==> config.mk <==
export PLATFORM = sky130hd
export DESIGN_NAME = ocm_unit
export DESIGN_NICKNAME = d
export VERILOG_FILES = /design/src/ocm_unit.v /design/src/ocm_channel.v
export VERILOG_INCLUDE_DIRS = /design/src
export SDC_FILE = /design/constraint.sdc
export NUM_CORES = 1
export LEC_CHECK = 0
export BUFFER_PORTS_ARGS = -buffer_cell sky130_fd_sc_hd__buf_2
export CAP_MARGIN = 10
export CELL_PAD_IN_SITES_DETAIL_PLACEMENT = 0
export CELL_PAD_IN_SITES_GLOBAL_PLACEMENT = 1
export CORE_MARGIN = 2
export CORE_UTILIZATION = 25
export DETAILED_ROUTE_END_ITERATION = 10
export MAX_ROUTING_LAYER = met4
export PLACE_DENSITY_LB_ADDON = 0.08
export SYNTH_ARGS = -nofsm -noshare
export SYNTH_HDL_FRONTEND = slang
export SYNTH_SLANG_ARGS = --single-unit
==> constraint.sdc <==
create_clock -name SYS_CLK -period 2.73 [get_ports SYS_CLK]
set_clock_uncertainty 0.1 [all_clocks]
set_input_delay 0.546 -clock SYS_CLK [delete_from_list [all_inputs] [get_ports SYS_CLK]]
set_output_delay 0.546 -clock SYS_CLK [all_outputs]
set_load 0.005 [all_outputs]
==> src/ocm_defines.vh <==
// ocm_defines.vh: constants for the output compare match unit
// assumes: included by bare name from the design files, no other dependency
`ifndef OCM_DEFINES_VH
`define OCM_DEFINES_VH

// waveform mode codes
`define OCM_WGM_NORMAL     4'h0
`define OCM_WGM_CLR_A      4'h4
`define OCM_WGM_CLR_CAP    4'hc
`define OCM_WGM_PC_CAP     4'h8
`define OCM_WGM_PC_A       4'h9
`define OCM_WGM_PCO_CAP    4'ha
`define OCM_WGM_PCO_A      4'hb
`define OCM_WGM_FAST_CAP   4'he
`define OCM_WGM_FAST_A     4'hf

// output action encodings
`define OCM_ACT_NONE       2'h0
`define OCM_ACT_TOGGLE     2'h1
`define OCM_ACT_CLEAR      2'h2
`define OCM_ACT_SET        2'h3

// reset values
`define OCM_CMP_RST        16'h0000
`define OCM_OUT_RST        1'b0
`define OCM_TEMP_RST       8'h00

// channel indices
`define OCM_CH_A           2'h0
`define OCM_CH_B           2'h1
`define OCM_CH_C           2'h2

// fixed top of normal mode and the bottom value
`define OCM_MAX            16'hffff
`define OCM_BOTTOM         16'h0000

`endif

==> src/ocm_unit.v <==
// ocm_unit.v: three-channel output compare match unit of a 16-bit timer
// assumes: counter core outside gives count, tick, top and bottom strobes;
// cpu accesses arrive as one-cycle write strobes with an 8-bit data byte
//
// How it works
// - each channel compares count with its value
// - three independent channels A, B and C
// - match sets flag on next timer tick
// - enabled flag requests interrupt, cleared when serviced
// - writing one clears flag, zero ignored
// - channel A value gives top in some modes
// - double buffered in pwm, direct otherwise
// - buffer moves to active at top/bottom
// - cpu writes hit buffer when buffering active
// - value changes only by cpu; direct reads
// - high byte latched first, low writes all
// - force updates output, no flag, non-pwm
// - count write blocks matches next timer tick
// - action bits unbuffered, apply from next match
// - output state kept across mode change
// - reset clears output state to zero
// - nonzero action overrides port value, not direction
// - action zero leaves output unchanged
// - mode 0 normal, 4 and 12 clear-on-match
// - toggle action in clear-on-match toggles output
`timescale 1ns/1ps
`include "ocm_defines.vh"

module ocm_unit #(
    parameter WIDTH = 16
) (
    // clock, reset, enable
    input  wire             SYS_CLK,
    input  wire             RST,
    input  wire             CE,
    // counter core
    input  wire [WIDTH-1:0] TIMER_COUNT,
    input  wire             TIMER_TICK,
    input  wire             TIMER_TOP,
    input  wire             TIMER_BOTTOM,
    input  wire             TIMER_COUNT_WR,
    input  wire [WIDTH-1:0] CAPTURE_VALUE,
    // mode and per-channel settings
    input  wire [3:0]       WAVEFORM_SELECT,
    input  wire [5:0]       OUTPUT_ACTION_BITS,
    input  wire [2:0]       COMPARE_IRQ_ENABLE,
    input  wire [2:0]       COMPARE_IRQ_ACK,
    // cpu byte writes and flag clears
    input  wire [7:0]       CPU_DATA,
    input  wire [2:0]       COMPARE_VALUE_HIGH_WR,
    input  wire [2:0]       COMPARE_VALUE_LOW_WR,
    input  wire [2:0]       FLAG_WRITE,
    input  wire [2:0]       FORCE_COMPARE_STROBE,
    // port pin logic
    input  wire [2:0]       PORT_VALUE,
    input  wire [2:0]       COMPARE_PIN_DIRECTION_BIT,
    // cpu reads
    output reg  [7:0]       COMPARE_VALUE_HIGH_A,
    output reg  [7:0]       COMPARE_VALUE_LOW_A,
    output reg  [7:0]       COMPARE_VALUE_HIGH_B,
    output reg  [7:0]       COMPARE_VALUE_LOW_B,
    output reg  [7:0]       COMPARE_VALUE_HIGH_C,
    output reg  [7:0]       COMPARE_VALUE_LOW_C,
    // status and events
    output reg  [2:0]       COMPARE_MATCH_FLAG,
    output reg  [2:0]       COMPARE_IRQ,
    output reg  [2:0]       COMPARE_OUTPUT_STATE,
    // counter control
    output reg  [WIDTH-1:0] TOP_VALUE,
    output reg              CLEAR_ON_MATCH,
    // pins
    output reg  [2:0]       PIN_OUT,
    output reg  [2:0]       PIN_OE
);

    reg  [7:0]       temp_ff;     // shared high byte holding register
    reg              block_ff;    // count write seen, block next tick
    wire             block;       // matches blocked on this tick
    wire             pwm_mode;    // any of the thirteen pwm modes
    wire             dbuf_on;     // double buffering active
    reg              upd_point;   // top or bottom update point
    wire             clr_a;       // clear-on-match, top from channel A
    wire             clr_cap;     // clear-on-match, top from capture
    wire [3*WIDTH-1:0] vals;      // channel values as cpu sees them
    wire [3*WIDTH-1:0] actv;      // active compare registers behind the buffers
    wire [2:0]       match;       // raw comparator outputs
    wire [2:0]       flag;        // channel flags
    wire [2:0]       ostate;      // channel output states
    wire [2:0]       flag_clr;    // write-one clears
    genvar           g;

    // mode decode
    assign clr_a    = (WAVEFORM_SELECT == `OCM_WGM_CLR_A);
    assign clr_cap  = (WAVEFORM_SELECT == `OCM_WGM_CLR_CAP);
    assign pwm_mode = !(WAVEFORM_SELECT == `OCM_WGM_NORMAL) && !clr_a && !clr_cap;
    assign dbuf_on  = pwm_mode;
    assign flag_clr = FLAG_WRITE & CPU_DATA[2:0];

    // update point: top for phase correct modes, bottom otherwise
    always @* begin
        case (WAVEFORM_SELECT)
            4'h1, 4'h2, 4'h3, `OCM_WGM_PCO_CAP, `OCM_WGM_PCO_A:    upd_point = TIMER_TOP;
            default:                                             upd_point = TIMER_BOTTOM;
        endcase
    end

    // a count write blocks any match at the next timer tick, even stopped
    assign block = block_ff || TIMER_COUNT_WR;

    // high byte latch and blocking state
    always @(posedge SYS_CLK) begin
        if (RST) begin
            temp_ff  <= `OCM_TEMP_RST;
            block_ff <= 1'b0;
        end else if (CE) begin
            if (|COMPARE_VALUE_HIGH_WR) begin
                temp_ff <= CPU_DATA;
            end
            if (TIMER_COUNT_WR) begin
                block_ff <= 1'b1;
            end else if (TIMER_TICK) begin
                block_ff <= 1'b0;
            end
        end
    end

    // three identical channels
    generate
        for (g = 0; g < 3; g = g + 1) begin : gen_ch
            ocm_channel #(
                .WIDTH(WIDTH)
            ) u_ch (
                .clk       (SYS_CLK),
                .rst       (RST),
                .ce        (CE),
                .count     (TIMER_COUNT),
                .tick      (TIMER_TICK),
                .block     (block),
                .upd_point (upd_point),
                .dbuf_on   (dbuf_on),
                .pwm_mode  (pwm_mode),
                .action    (OUTPUT_ACTION_BITS[2*g+1:2*g]),
                .wr_low    (COMPARE_VALUE_LOW_WR[g]),
                .low_byte  (CPU_DATA),
                .high_byte (temp_ff),
                .flag_clr  (flag_clr[g]),
                .irq_ack   (COMPARE_IRQ_ACK[g]),
                .force_stb (FORCE_COMPARE_STROBE[g]),
                .value     (vals[WIDTH*g+WIDTH-1:WIDTH*g]),
                .active    (actv[WIDTH*g+WIDTH-1:WIDTH*g]),
                .match     (match[g]),
                .flag_ff   (flag[g]),
                .out_ff    (ostate[g])
            );
        end
    endgenerate

    // registered outputs: reads, flags, irqs, pins, top
    always @(posedge SYS_CLK) begin
        if (RST) begin
            COMPARE_VALUE_HIGH_A <= 8'h00;
            COMPARE_VALUE_LOW_A  <= 8'h00;
            COMPARE_VALUE_HIGH_B <= 8'h00;
            COMPARE_VALUE_LOW_B  <= 8'h00;
            COMPARE_VALUE_HIGH_C <= 8'h00;
            COMPARE_VALUE_LOW_C  <= 8'h00;
            COMPARE_MATCH_FLAG   <= 3'h0;
            COMPARE_IRQ          <= 3'h0;
            COMPARE_OUTPUT_STATE <= 3'h0;
            TOP_VALUE            <= `OCM_MAX;
            CLEAR_ON_MATCH       <= 1'b0;
            PIN_OUT              <= 3'h0;
            PIN_OE               <= 3'h0;
        end else if (CE) begin
            // high byte read straight from the register
            COMPARE_VALUE_HIGH_A <= vals[15:8];
            COMPARE_VALUE_LOW_A  <= vals[7:0];
            COMPARE_VALUE_HIGH_B <= vals[31:24];
            COMPARE_VALUE_LOW_B  <= vals[23:16];
            COMPARE_VALUE_HIGH_C <= vals[47:40];
            COMPARE_VALUE_LOW_C  <= vals[39:32];
            COMPARE_MATCH_FLAG   <= flag;
            COMPARE_IRQ          <= flag & COMPARE_IRQ_ENABLE;
            COMPARE_OUTPUT_STATE <= ostate;
            // top choice for the counter core
            case (WAVEFORM_SELECT)
                // active register, not the buffer, so in pwm modes top moves only at the update point
                `OCM_WGM_CLR_A, `OCM_WGM_PC_A, `OCM_WGM_PCO_A, `OCM_WGM_FAST_A:
                    TOP_VALUE <= actv[WIDTH-1:0];
                `OCM_WGM_CLR_CAP, `OCM_WGM_PC_CAP, `OCM_WGM_PCO_CAP, `OCM_WGM_FAST_CAP:
                    TOP_VALUE <= CAPTURE_VALUE;
                4'h1, 4'h5:
                    TOP_VALUE <= 16'h00ff;
                4'h2, 4'h6:
                    TOP_VALUE <= 16'h01ff;
                4'h3, 4'h7:
                    TOP_VALUE <= 16'h03ff;
                default:
                    TOP_VALUE <= `OCM_MAX;
            endcase
            // clear request for the counter at a top match in clear-on-match modes
            CLEAR_ON_MATCH <= (clr_a && match[0] && !block) ||
                              (clr_cap && (TIMER_COUNT == CAPTURE_VALUE) && !block);
            // pin override when action bits nonzero; direction from port
            PIN_OUT[0] <= (|OUTPUT_ACTION_BITS[1:0]) ? ostate[0] : PORT_VALUE[0];
            PIN_OUT[1] <= (|OUTPUT_ACTION_BITS[3:2]) ? ostate[1] : PORT_VALUE[1];
            PIN_OUT[2] <= (|OUTPUT_ACTION_BITS[5:4]) ? ostate[2] : PORT_VALUE[2];
            PIN_OE     <= COMPARE_PIN_DIRECTION_BIT;
        end
    end

endmodule

==> src/ocm_channel.v <==
// ocm_channel.v: one compare channel: value, buffer, flag, output state
// assumes: shared high byte latch and qualifiers come from the top module
`timescale 1ns/1ps
`include "ocm_defines.vh"

module ocm_channel #(
    parameter WIDTH = 16
) (
    // clock and reset
    input  wire             clk,
    input  wire             rst,
    input  wire             ce,
    // counter view
    input  wire [WIDTH-1:0] count,
    input  wire             tick,
    input  wire             block,
    input  wire             upd_point,
    // mode
    input  wire             dbuf_on,
    input  wire             pwm_mode,
    input  wire [1:0]       action,
    // cpu write of the value
    input  wire             wr_low,
    input  wire [7:0]       low_byte,
    input  wire [7:0]       high_byte,
    // flag control
    input  wire             flag_clr,
    input  wire             irq_ack,
    input  wire             force_stb,
    // results
    output wire [WIDTH-1:0] value,
    output wire [WIDTH-1:0] active,
    output wire             match,
    output reg              flag_ff,
    output reg              out_ff
);

    reg  [WIDTH-1:0] cmp_ff;      // active compare register
    reg  [WIDTH-1:0] buf_ff;      // double buffer
    reg              pend_ff;     // match waiting for the next timer tick
    wire [WIDTH-1:0] wr_word;     // full word from a low byte write
    wire             do_act;      // apply output action now
    reg              nxt_out;     // next output state

    assign wr_word = {high_byte, low_byte};
    assign value   = dbuf_on ? buf_ff : cmp_ff;
    assign active  = cmp_ff; // what the comparator really uses
    assign match   = (count == cmp_ff);

    // match applied on a timer tick, or forced in non-pwm modes
    assign do_act = (tick && pend_ff && !block) || (force_stb && !pwm_mode);

    // output action decode
    always @* begin
        case (action)
            `OCM_ACT_NONE:   nxt_out = out_ff;
            `OCM_ACT_TOGGLE: nxt_out = ~out_ff;
            `OCM_ACT_CLEAR:  nxt_out = 1'b0;
            `OCM_ACT_SET:    nxt_out = 1'b1;
            default:         nxt_out = out_ff;
        endcase
    end

    // compare value and buffer: set by cpu writes; in pwm modes the buffer moves to the compare value at the update point
    always @(posedge clk) begin
        if (rst) begin
            cmp_ff <= `OCM_CMP_RST;
            buf_ff <= `OCM_CMP_RST;
        end else if (ce) begin
            if (wr_low && dbuf_on) begin
                buf_ff <= wr_word;
            end
            if (wr_low && !dbuf_on) begin
                cmp_ff <= wr_word;
            end else if (dbuf_on && tick && upd_point) begin
                cmp_ff <= buf_ff;
            end
        end
    end

    // match pending, flag and output state
    always @(posedge clk) begin
        if (rst) begin
            pend_ff <= 1'b0;
            flag_ff <= 1'b0;
            out_ff  <= `OCM_OUT_RST;
        end else if (ce) begin
            if (tick) begin
                pend_ff <= match && !block;
            end
            // set wins over a clear in the same cycle
            if (tick && pend_ff && !block) begin
                flag_ff <= 1'b1;
            end else if (flag_clr || irq_ack) begin
                flag_ff <= 1'b0;
            end
            if (do_act) begin
                out_ff <= nxt_out;
            end
        end
    end

endmodule

==> impl_metrics.env <==
export IMPL_path_cells="buf_2 > nor2b_1 > or3_4 > and2_4 > a211oi_1 > a211oi_1"
export IMPL_fin_crit_sh=0.753
export IMPL_cpPeakStageDelay_ns=0.56
export IMPL_syn_nets=1204
export IMPL_htree_num_levels=4
export IMPL_synth_seq_area_share=0.395
export IMPL_rsz0062_at_grt="no"
export IMPL_wl_per_cell_um=23.2
export IMPL_tns_ns=0
export IMPL_clock_latency_ns=0.45
export IMPL_seqPwrFrac=0.457
export IMPL_core_rowCount=72
export IMPL_die_area_um2=40900
export IMPL_cpMaxStageDelayCell="and2_4"
export IMPL_p_per_area_nw_per_um2=583
export IMPL_worstPathRequired_ns=2.99
export IMPL_synth_distinct_cells=47
export IMPL_syn_instance_count=1123
export IMPL_start_util=0.254
export IMPL_yosysWarnings=0
export IMPL_ant_nets=0
export IMPL_slew_headroom=0.563
export IMPL_synth_area_um2=9830
export IMPL_io_pins=161
export IMPL_synth_seq_cells=194
export IMPL_tightest_slew_ns=0.656
export IMPL_clockRootBuffer="clkbuf_16"
export IMPL_hpwlAfterDp_um=27200
export IMPL_drv_slew=0
export IMPL_regArea_um2=3880
export IMPL_num_antenna_cells=0
export IMPL_finalSetupViolCount=0
export IMPL_finalHoldViolCount=0
export IMPL_p_clk_frac=0.379
export IMPL_multiInputGateArea_um2=5390
export IMPL_power_frac_comb=0.164
export IMPL_whs_ns=0.233
export IMPL_synth_most_common_cell="dfxtp_1"
export IMPL_drc=0
export IMPL_irDropWorstVdd_mv=0.423
export IMPL_drt_iter0_markers=557
export IMPL_cts_clk_slew_worst_paths_ns=0.07
export IMPL_area_growth_pct=19.1
export IMPL_synth_top_area_cell="dfxtp_1"
export IMPL_synth_top_cell_area_share=0.395
export IMPL_crit_fanout=48
export IMPL_antenna_found_initial=0
export IMPL_grt_use_total=0.202
export IMPL_grt_pass1_wl_um=59800
export IMPL_synth_async_reset_ratio=0
export IMPL_syn_area_per_cell_um2=8.76
export IMPL_fmax_ghz=0.486
export IMPL_vias_per_cell=5.14
export IMPL_fp_dieH_um=202
export IMPL_post_cts_buffers=0
export IMPL_core_um2=38700
export IMPL_numCtsBuffers=17
export IMPL_firstDrtPassIters=4
export IMPL_endpoint_kind="flip-flop"
export IMPL_grt_pass1_vias=8851
export IMPL_synth_common_cells="dfxtp_1, nor2_1, nand2_1"
export IMPL_overflow=0
export IMPL_worstPathArrival_ns=2.32
export IMPL_crit_type="in -> reg"
export IMPL_synth_top_cells_by_area="dfxtp_1, a211oi_1, mux2i_1, xnor2_1, nor2_1"
export IMPL_synth_ff_type="dfxtp_1"
export IMPL_clockBufferDepth=2
export IMPL_maxCapViolCount=0
export IMPL_postCtsResizedCells=0
export IMPL_nets=1291
export IMPL_post_route_min_period_ns=2.06
export IMPL_gp_congestion=0.751
export IMPL_hold_buffers=0
export IMPL_p_switching_uw=2010
export IMPL_critPathLaunchType="input port"
export IMPL_synth_edf_count=0
export IMPL_vias=8942
export IMPL_io_buffers=160
export IMPL_worst_hold_path_type="in -> reg"
export IMPL_cts_sinks=194
export IMPL_die_x_um=202
export IMPL_drive_gt1_frac=0.192
export IMPL_intPower_uw=4820
export IMPL_grt_max_degree=100
export IMPL_cts_tree="built"
export IMPL_finish_utilization=0.302
export IMPL_power_uw=6830
export IMPL_finalWirelength_um=40400
export IMPL_outcome="completed"
export IMPL_p_leak_uw=0.00445
export IMPL_swShare=0.294
export IMPL_fill_cells=4225
export IMPL_crit_top_cell="a211oi_1"
## through the flow
step / std cells / area [um2] / setup slack, ns
after floorplan: 1123 / 9830 / 0.595
after global placement: 1709 / 11100 / 0.249
after global routing: 1741 / 11700 / 0.540
after CTS: 1741 / 11700 / 0.698
final: 1741 / 11700 / 0.673
after detailed placement: 1709 / 11100 / 0.207
## layer usage
layer	vias up	track usage	share of wire
met3	37	0.0329	0.041
li1	4319	-	-
met5	-	-	0
met2	232	0.299	0.44
met1	4354	0.281	0.50
met4	0	0.0581	0.019
## path summary, 6_finish.rpt
kind	startpoint	to	slack [ns]	cells past startpoint
max	WAVEFORM_SELECT[3]	gen_ch[1].u_ch.active[5]$_SDFFE_PP0P_	0.67	6
min	COMPARE_PIN_DIRECTION_BIT[2]	PIN_OE[2]$_SDFFE_PP0P_	0.23	3
max reg2reg	gen_ch[0].u_ch.active[2]$_SDFFE_PP0P_	gen_ch[0].u_ch.pend_ff$_SDFFE_PP0P_	1.02	5
min reg2reg	COMPARE_IRQ[1]$_SDFFE_PP0P_	COMPARE_IRQ[1]$_SDFFE_PP0P_	0.36	2
## kinds of logic (layout without fill, tap and decap cells)
kind of cell / after synthesis / count (layout) / share of synthesized area
simple gates: 346 / 346 / 0.166
compound gates: 316 / 316 / 0.250
flops: 194 / 194 / 0.395
buf+inv: 133 / 233 / 0.0597
mux: 71 / 71 / 0.0729
xor+xnor: 63 / 63 / 0.0561
## power groups by stage
stage / Sequential [uW] / Combinational, uW / Clock [uW]
after global placement: 3190 / 1130 / 0
after floorplan: 3130 / 715 / 0
after CTS: 3130 / 1130 / 2680
final: 3120 / 1120 / 2590
after detailed placement: 3190 / 1130 / 0
after global routing: 3140 / 1230 / 2780
## flip-flops by register name, indices dropped and copies added (netlist names), 8 cells and up
register              cells
COMPARE_VALUE_HIGH_B      8
COMPARE_VALUE_LOW_C       8
COMPARE_VALUE_HIGH_A      8
COMPARE_VALUE_HIGH_C      8
gen_ch.u_ch.buf_ff       48
gen_ch.u_ch.active       48
TOP_VALUE                16
COMPARE_VALUE_LOW_B       8
COMPARE_VALUE_LOW_A       8
temp_ff                   8
## layout by cell type (no fill, tap or decap), types with 6 or more instances in the layout
cell and instances:
nand3b_1 49, o21bai_1 61, a21oi_1 13, xnor2_1 63, inv_1 7, a221oi_1 16, a311oi_1 51, nand2_1 112
nand4_1 13, nand3_1 8, a211oi_1 96, dfxtp_1 194, clkbuf_16 17, mux2i_1 65, buf_2 158, buf_12 11
nand2b_1 6, nor2_1 138, buf_4 20, o21ai_0 12, o32ai_1 48
## worst max-delay path, delay by kind of cell
kind | cells | cell delay (ns)
AO/OA/AOI/OAI | 2 | 0.41
buffers and inverters | 1 | 0.18
AND/OR/NAND/NOR | 3 | 1.13
## final cells by class
| cell class | count | area share |
|---|---|---|
| repair buffers | 191 | 0.101 |
| multi-input cells | 796 | 0.460 |
| well taps | 518 | 0.0553 |
| flip-flops and latches | 194 | 0.332 |
| clock buffers | 23 | 0.0399 |
| clock inverters | 9 | 0.00897 |
| inverters | 10 | 0.00320 |
No activity file was read; power rests on OpenSTA's default activity.
